$ cat config.mk
export PLATFORM = sky130hd
export DESIGN_NAME = uic_clear_bank
export DESIGN_NICKNAME = d
export VERILOG_FILES = /design/src/uic_pkg.sv /design/src/uic_ident_rom.sv /design/src/uic_src_flags.sv /design/src/uic_clear_bank.sv
export SDC_FILE = /design/constraint.sdc
export NUM_CORES = 1
export LEC_CHECK = 0
export BUFFER_PORTS_ARGS = -buffer_cell sky130_fd_sc_hd__buf_2
export CAP_MARGIN = 30
export CORE_MARGIN = 2
export CORE_UTILIZATION = 37
export DETAILED_ROUTE_END_ITERATION = 8
export PLACE_DENSITY = 0.85
export SKIP_CTS_REPAIR_TIMING = 1
export SYNTH_ARGS = -nofsm -noshare
export SYNTH_HDL_FRONTEND = slang
export SYNTH_SLANG_ARGS = --single-unit
$ cat constraint.sdc
create_clock -name clk_in -period 2 [get_ports clk_in]
set_clock_uncertainty 0.05 [all_clocks]
set_input_delay 0.2 -clock clk_in [delete_from_list [all_inputs] [get_ports clk_in]]
set_output_delay 0.2 -clock clk_in [all_outputs]
set_load 0.01 [all_outputs]
$ cat src/uic_pkg.sv
// Package: register map, field layout and carriers for the interrupt clear and ident bank
// Behaviour
// - Writing one to bit 8 of interrupt_clear clears the pending parity error interrupt; bit reads zero after reset.
// - Writing one to bit 6 of interrupt_clear clears the pending receive time-out interrupt; bit reads zero.
// - Writing one to bit 5 of interrupt_clear clears the pending transmit interrupt; bit reads zero.
// - Writing one to bit 4 of interrupt_clear clears the pending receive interrupt; bit reads zero.
// - A zero written to any clear bit leaves that interrupt untouched, so only sources written with one are cleared.
// - Bits 3 to 0 of interrupt_clear are reserved and read zero; software keeps them on read-modify-write.
// - The ident registers are fixed read-only constants, writes do nothing and bits 31 to 8 read zero.
// - The ident register at 0xfd0 returns bits 7 to 0 of the peripheral ident word in its low byte.
// - The ident register at 0xfd4 returns bits 15 to 8 of the peripheral ident word in its low byte.
`default_nettype none

package uic_pkg;

   // Byte addresses of the registers
   localparam logic [11:0] ICR_OFFSET        = 12'h044;
   localparam logic [11:0] IDENT_LOW_OFFSET  = 12'hfd0;
   localparam logic [11:0] IDENT_SEC_OFFSET  = 12'hfd4;
   localparam logic [11:0] STATUS_OFFSET     = 12'h03c;

   // Field layout of the clear register and the ident word
   localparam int RX_IRQ_BIT        = 4;
   localparam int TX_IRQ_BIT        = 5;
   localparam int RX_TIMEOUT_BIT    = 6;
   localparam int FRAMING_ERR_BIT   = 7;
   localparam int PARITY_ERR_BIT    = 8;
   localparam int SRC_LSB           = 4;
   localparam int SRC_COUNT         = 5;
   localparam int IDENT_LOW_LSB     = 0;
   localparam int IDENT_SEC_LSB     = 8;

   // Reset and default read values
   localparam logic [31:0] ZERO_WORD     = 32'h0000_0000;
   localparam logic [SRC_COUNT-1:0] SRC_RESET = 5'h00;
   localparam logic [31:0] UNMAPPED_READ = 32'h0000_0000;

   // Avalon-MM slave request
   typedef struct packed {
      logic [11:0] address;
      logic        read;
      logic        write;
      logic [31:0] writedata;
      logic [3:0]  byteenable;
   } uic_req_type;

   // Avalon-MM slave answer
   typedef struct packed {
      logic [31:0] readdata;
      logic        waitrequest;
   } uic_rsp_type;

endpackage : uic_pkg

`default_nettype wire

$ cat src/uic_ident_rom.sv
// Fixed identification bytes, read-only
`default_nettype none

module uic_ident_rom #(
   parameter logic [31:0] IDENT_WORD = 32'h0000_0000  // Arbitrary neutral value
) (
   input  wire logic [11:0] addr_in,
   output logic             hit_out,
   output logic [31:0]      data_out
);

   // Constant decode; no storage so writes cannot alter it
   always_comb
   begin
      hit_out  = 1'b0;
      data_out = uic_pkg::ZERO_WORD;
      if (addr_in == uic_pkg::IDENT_LOW_OFFSET)
      begin
         hit_out       = 1'b1;
         data_out[7:0] = IDENT_WORD[uic_pkg::IDENT_LOW_LSB +: 8];
      end
      else if (addr_in == uic_pkg::IDENT_SEC_OFFSET)
      begin
         hit_out       = 1'b1;
         data_out[7:0] = IDENT_WORD[uic_pkg::IDENT_SEC_LSB +: 8];
      end
   end

endmodule : uic_ident_rom

`default_nettype wire

$ cat src/uic_src_flags.sv
// Pending interrupt flags: set by the port, cleared by write-one strobes
`default_nettype none

module uic_src_flags #(
   parameter int N = 5
) (
   input  wire logic         clk_in,
   input  wire logic         rst_in,
   input  wire logic [N-1:0] set_in,
   input  wire logic [N-1:0] clear_in,
   output logic [N-1:0]      pending_out
);

   typedef struct packed {
      logic [N-1:0] pend;
   } uic_flag_state_type;

   uic_flag_state_type state_reg;
   uic_flag_state_type state_next;

   // Per source: set beats clear so no event is lost
   always_comb
   begin
      state_next = state_reg;
      for (int i = 0; i < N; i++)
      begin
         if (set_in[i])
            state_next.pend[i] = 1'b1;
         else if (clear_in[i])
            state_next.pend[i] = 1'b0;
      end
   end

   always_ff @(posedge clk_in or posedge rst_in)
   begin
      if (rst_in)
         state_reg <= '0;
      else
         state_reg <= state_next;
   end

   assign pending_out = state_reg.pend;

endmodule : uic_src_flags

`default_nettype wire

$ cat src/uic_clear_bank.sv
// Top: Avalon-MM register bank with write-one-to-clear interrupt clears and ident registers
//
// Our own choice: the Avalon-MM interface to the registers.
`default_nettype none

module uic_clear_bank #(
   parameter logic [31:0] IDENT_WORD = 32'h0000_0000  // Arbitrary neutral value
) (
   input  wire logic        clk_in,
   input  wire logic        rst_in,
   input  wire logic [11:0] avs_address_in,
   input  wire logic        avs_read_in,
   input  wire logic        avs_write_in,
   input  wire logic [31:0] avs_writedata_in,
   input  wire logic [3:0]  avs_byteenable_in,
   output logic [31:0]      avs_readdata_out,
   output logic             avs_waitrequest_out,
   input  wire logic [4:0]  irq_raw_set_in,
   output logic [4:0]       irq_clear_out,
   output logic [4:0]       irq_pending_out
);

   localparam int N = uic_pkg::SRC_COUNT;

   // Bus-side bank state in one struct; the pending flags live in u_flags
   typedef struct packed {
      logic         ack;       // Answer cycle of the current access
      logic [31:0]  rdata;
      logic [N-1:0] clr;       // One-cycle clear strobes
   } uic_state_type;

   uic_state_type      state_reg;
   uic_state_type      state_next;
   uic_pkg::uic_req_type req;
   logic               ident_hit;
   logic [31:0]        ident_data;
   logic [N-1:0]       pending;
   logic               access;

   // Bundle the bus inputs
   always_comb
   begin
      req.address    = avs_address_in;
      req.read       = avs_read_in;
      req.write      = avs_write_in;
      req.writedata  = avs_writedata_in;
      req.byteenable = avs_byteenable_in;
   end

   uic_ident_rom #(
      .IDENT_WORD (IDENT_WORD)
   ) u_ident (
      .addr_in  (req.address),
      .hit_out  (ident_hit),
      .data_out (ident_data)
   );

   uic_src_flags #(
      .N (N)
   ) u_flags (
      .clk_in      (clk_in),
      .rst_in      (rst_in),
      .set_in      (irq_raw_set_in),
      .clear_in    (state_reg.clr),
      .pending_out (pending)
   );

   assign access = req.read | req.write;

   // One wait cycle then ack; strobes fire once per accepted clear register write with byte lanes 1:0 enabled
   always_comb
   begin
      state_next     = state_reg;
      state_next.clr = '0;
      state_next.ack = access & ~state_reg.ack;
      if (access && !state_reg.ack)
      begin
         state_next.rdata = uic_pkg::UNMAPPED_READ;
         if (req.read)
         begin
            if (ident_hit)
               state_next.rdata = ident_data;
            else if (req.address == uic_pkg::STATUS_OFFSET)
               state_next.rdata[uic_pkg::SRC_LSB +: N] = pending;
            // Clear register reads zero: W1C bits and reserved low nibble
            else if (req.address == uic_pkg::ICR_OFFSET)
               state_next.rdata = uic_pkg::ZERO_WORD;
         end
         else if (req.address == uic_pkg::ICR_OFFSET && req.byteenable[1] && req.byteenable[0])
         begin
            // Only ones clear; zeros pass through as no effect, bits 3:0 ignored
            state_next.clr[uic_pkg::RX_IRQ_BIT - uic_pkg::SRC_LSB]      =
               req.writedata[uic_pkg::RX_IRQ_BIT];
            state_next.clr[uic_pkg::TX_IRQ_BIT - uic_pkg::SRC_LSB]      =
               req.writedata[uic_pkg::TX_IRQ_BIT];
            state_next.clr[uic_pkg::RX_TIMEOUT_BIT - uic_pkg::SRC_LSB]  =
               req.writedata[uic_pkg::RX_TIMEOUT_BIT];
            state_next.clr[uic_pkg::FRAMING_ERR_BIT - uic_pkg::SRC_LSB] =
               req.writedata[uic_pkg::FRAMING_ERR_BIT];
            state_next.clr[uic_pkg::PARITY_ERR_BIT - uic_pkg::SRC_LSB]  =
               req.writedata[uic_pkg::PARITY_ERR_BIT];
         end
      end
   end

   always_ff @(posedge clk_in or posedge rst_in)
   begin
      if (rst_in)
         state_reg <= '0;
      else
         state_reg <= state_next;
   end

   // Outputs
   assign avs_waitrequest_out = access & ~state_reg.ack;
   assign avs_readdata_out    = state_reg.rdata;
   assign irq_clear_out       = state_reg.clr;
   assign irq_pending_out     = pending;

   // Checks
   a_clear_parity: assert property (@(posedge clk_in) disable iff (rst_in)
      (avs_write_in && !avs_waitrequest_out && avs_address_in == uic_pkg::ICR_OFFSET && avs_byteenable_in[1:0] == 2'h3
       && avs_writedata_in[8]) |-> irq_clear_out[4]) else $error("parity clear missing");
   a_clear_framing: assert property (@(posedge clk_in) disable iff (rst_in)
      $rose(state_reg.ack) && $past(avs_write_in) && $past(avs_address_in) == uic_pkg::ICR_OFFSET
       && $past(avs_byteenable_in[1:0]) == 2'h3 |-> irq_clear_out[3] == $past(avs_writedata_in[7]))
      else $error("framing clear wrong");
   a_clear_timeout: assert property (@(posedge clk_in) disable iff (rst_in)
      irq_clear_out[2] && !irq_raw_set_in[2] |=> !irq_pending_out[2]) else $error("timeout not cleared");
   a_clear_tx: assert property (@(posedge clk_in) disable iff (rst_in)
      irq_clear_out[1] |-> $past(avs_writedata_in[5]) && $past(avs_write_in)) else $error("tx clear spurious");
   a_clear_rx: assert property (@(posedge clk_in) disable iff (rst_in)
      irq_clear_out[0] |-> $past(avs_writedata_in[4])) else $error("rx clear spurious");
   a_zero_keeps: assert property (@(posedge clk_in) disable iff (rst_in)
      irq_pending_out[0] && !irq_clear_out[0] |=> irq_pending_out[0]) else $error("pending lost");
   a_icr_reads_zero: assert property (@(posedge clk_in) disable iff (rst_in)
      avs_read_in && avs_address_in == uic_pkg::ICR_OFFSET && !avs_waitrequest_out |-> avs_readdata_out == 32'h0)
      else $error("clear register read nonzero");
   a_ident_fixed: assert property (@(posedge clk_in) disable iff (rst_in)
      avs_read_in && !avs_waitrequest_out && avs_address_in == uic_pkg::IDENT_SEC_OFFSET
      |-> avs_readdata_out == {24'h0, IDENT_WORD[15:8]}) else $error("ident second byte wrong");
   a_ident_low: assert property (@(posedge clk_in) disable iff (rst_in)
      avs_read_in && !avs_waitrequest_out && avs_address_in == uic_pkg::IDENT_LOW_OFFSET
      |-> avs_readdata_out == {24'h0, IDENT_WORD[7:0]}) else $error("ident low byte wrong");
   a_wait_bound: assert property (@(posedge clk_in) disable iff (rst_in)
      avs_waitrequest_out |=> !avs_waitrequest_out) else $error("wait too long");

   c_icr_write: cover property (@(posedge clk_in) disable iff (rst_in) |irq_clear_out);
   c_ident_read: cover property (@(posedge clk_in) disable iff (rst_in)
      avs_read_in && !avs_waitrequest_out && avs_address_in == uic_pkg::IDENT_LOW_OFFSET);
   c_set_clear: cover property (@(posedge clk_in) disable iff (rst_in) irq_raw_set_in[0] && irq_clear_out[0]);

endmodule : uic_clear_bank

`default_nettype wire

==> metrics.md <==
| Metric | Value |
|---|---|
| EDFF count, synth | `0` |
| Port Buf Inserts | `43` |
| Initial drt markers | `6` |
| Die Y-Extent | `between 50 and 60 um` |
| Hold EP | `u_flags.pending_out[0]` |
| CTS Root Cell | `clkbuf_4` |
| Pre-CTS WS | `0.751 ns` |
| Finish-stage setup viols | `0` |
| Number of global-route vias before repair | `around 570` |
| CTS Buffer Depth | `2` |
| Synth area leader | `dfrtp_1` |
| Crit path DAT | `approximately 1.2 ns` |
| Internal power | `between 0.0004 and 0.0005 W` |
| Mapped cell area | `between 900 and 1000 um2` |
| Hold Path Class | `in -> reg` |
| Final min period | `between 1 and 1.5 ns` |
| Post-synth top cells | `37 x buf_4, 16 x dfrtp_1, 12 x inv_1` |
| Worst VDD drop | `around 0.25 mV` |
| 1st-pass router iterations | `4` |
| Final Hold Violating Endpoints | `0` |
| Kind of critical path | `reg -> out` |
| Clock power share | `27.5%` |
| Leak | `about 0.67 nW` |
| Min-delay src | `irq_raw_set_in[0]` |
| Sequential fraction of the synthesis area | `between 40 and 50%` |
| Final nets | `191` |
| Final setup margin | `around 0.55 ns` |
| Slew margin rel. | `60.7%` |
| Skew-Pair Late Insertion Delay | `roughly 0.27 ns` |
| Detailed Route WL | `roughly 1.5 mm` |
| Number of diodes | `0` |
| Fmax | `691 MHz` |
| Warnings from Yosys | `0` |
| CORE AREA | `2450 um2` |
| R2r endpoint | `irq_clear_out[2]` |
| CP Data Required Time | `between 1.5 and 2 ns` |
| Top_reg_cell synth | `dfrtp_1` |
| RSZ-0062 raised after global routing | `false` |
| Filler Cell Count | `254` |
| Reg power frac | `~58%` |
| CP startpoint kind | `register` |
| Comb pwr share | `between 10% and 20%` |
| CTS buffer count | `3` |
| First-pass GRT wire length | `2.33 mm` |
| Max-capacitance violation count | `0` |
| Initial antenna violation count | `0` |
| Flop2flop setup slack | `~0.8 ns` |
| Detailed placement HPWL | `roughly 1.3 mm` |
| Synth Register Bits | `16` |
| DIE AREA | `roughly 3000 um2` |
| RR Startpoint | `state_reg[37]` |
| Count leader, synth | `buf_4` |
| Async SR Flop Fraction | `between 90% and 100%` |
| Max Slew Vio Count | `0` |
| Starting Density | `roughly two fifths` |
| Synth-to-Final Area Change | `11.1%` |
| Synth Area per Inst | `between 9 and 10 um2` |
| GP Congestion | `around 0.70` |
| Drt wl/cell | `roughly 9.5 um` |
| Clk sinks | `16` |
| Final period utilization | `between 70% and 80%` |
| PwrDens | `~540 nW/um2` |
| Cell variety after synth | `14` |
| Yosys top cell area share | `between 40% and 50%` |
| Status | `completed` |
| Synth top area cells | `dfrtp_1 42%, buf_4 29%, inv_1 4.7%, o21bai_1 4.7%, nor4b_2 3.2%` |
| Chip Width | `54.7 um` |
| Crit end category | `output port` |
| Post-Syn Instances | `96` |
| Rows | `18` |
| Drt drc | `0` |
| Psw | `0.000141 W` |
| Clock transition at path regs | `roughly 0.080 ns` |
| Antenna Nets Post-Route | `0` |
| Sw Ratio | `about a quarter` |
| Reg2Reg Depth | `3` |
| Tightest Pin Transition | `~0.6 ns` |
| Min-Delay Path Depth | `2` |
| Share of cells above drive strength 1 | `between 30% and 40%` |
| CTS tree | `yes` |
| Total number of vias | `approximately 660` |
| TNS Setup | `0 ns` |
| Ports | `100` |
| H-tree Lvls | `1` |
| GRT overflow | `0` |
| Total GRT Usage | `11.2%` |
| Largest net degree at the start of global routing | `17` |
| Worst-path maximum fanout | `6` |
| Avg Vias per Cell | `4.07` |
-- placed cells by master, fill, tap and decap left out, types with 2 or more instances in the layout --
cell type  count
dfrtp_1       16
buf_2         43
clkbuf_4       3
o21ai_1        5
and4b_1        2
nand4_2        2
inv_1         12
nor4b_2        2
nor3_1         5
o21bai_1       6
conb_1        27
nand2_1        5
-- layer usage --
metal  track usage [%]  part of all wire [%]  up-vias
li1                  -                     -      320
met1              12.4                    36      298
met2              19.2                    52       39
met3              2.73                    11        2
met4              6.25                  0.72        0
met5                 0                     0        -
-- worst max path at each step --
stage | startpoint | endpoint | slack [ns] | cells after the start
3_3_place_gp | avs_read_in | avs_waitrequest_out | 0.78 | 4
2_1_floorplan | state_reg[37] | irq_clear_out[0] | 0.92 | 3
4_1_cts | state_reg[37] | avs_waitrequest_out | 0.52 | 3
3_5_place_dp | avs_read_in | avs_waitrequest_out | 0.75 | 4
6_report | state_reg[37] | avs_waitrequest_out | 0.55 | 3
5_1_grt | state_reg[37] | avs_waitrequest_out | 0.40 | 3
-- cells by family after synthesis --
logic type | share of synthesized area, %
flip-flops | 42.2
AND/OR/NAND/NOR | 16.1
AO/OA/AOI/OAI | 7.38
buffers and inverters | 34.0
other | 0.395
-- stage by stage --
step / instances / util, % / power, W / hold WS, ns / area (um2)
final: 162 / 43.0 / 0.000566 / 0.0681 / 1050
after global routing: 162 / 43.0 / 0.000605 / 0.0605 / 1050
after CTS: 161 / 42.6 / 0.000573 / -0.0529 / 1040
after detailed placement: 158 / 41.6 / 0.000416 / 0.246 / 1020
after global placement: 158 / 41.6 / 0.000415 / 0.242 / 1020
after floorplan: 122 / - / 0.000419 / 0.0637 / 1050
-- cell type report --
class | instances | area [um2] | area share (%)
well taps | 30 | 37.5 | 3.56
flip-flops and latches | 16 | 400 | 38.0
multi-input cells | 57 | 324 | 30.7
clock buffers | 3 | 22.5 | 2.14
inverters | 12 | 45.0 | 4.27
repair buffers | 44 | 225 | 21.4
-- worst max-delay path, stage by stage, from the launching register on --
cell,delay (ns)
dfrtp_1,0.42
o21bai_1,0.27
inv_1,0.11
buf_2,0.13
-- power by group through the flow --
stage | registers, W | clock network, W | logic, W
3_3_place_gp | 0.000334 | 0 | 0.0000804
5_1_grt | 0.000329 | 0.000180 | 0.0000956
3_5_place_dp | 0.000335 | 0 | 0.0000811
4_1_cts | 0.000328 | 0.000164 | 0.0000813
2_1_floorplan | 0.000334 | 0 | 0.0000846
6_report | 0.000328 | 0.000156 | 0.0000824
(Power assumes the default switching activity.)
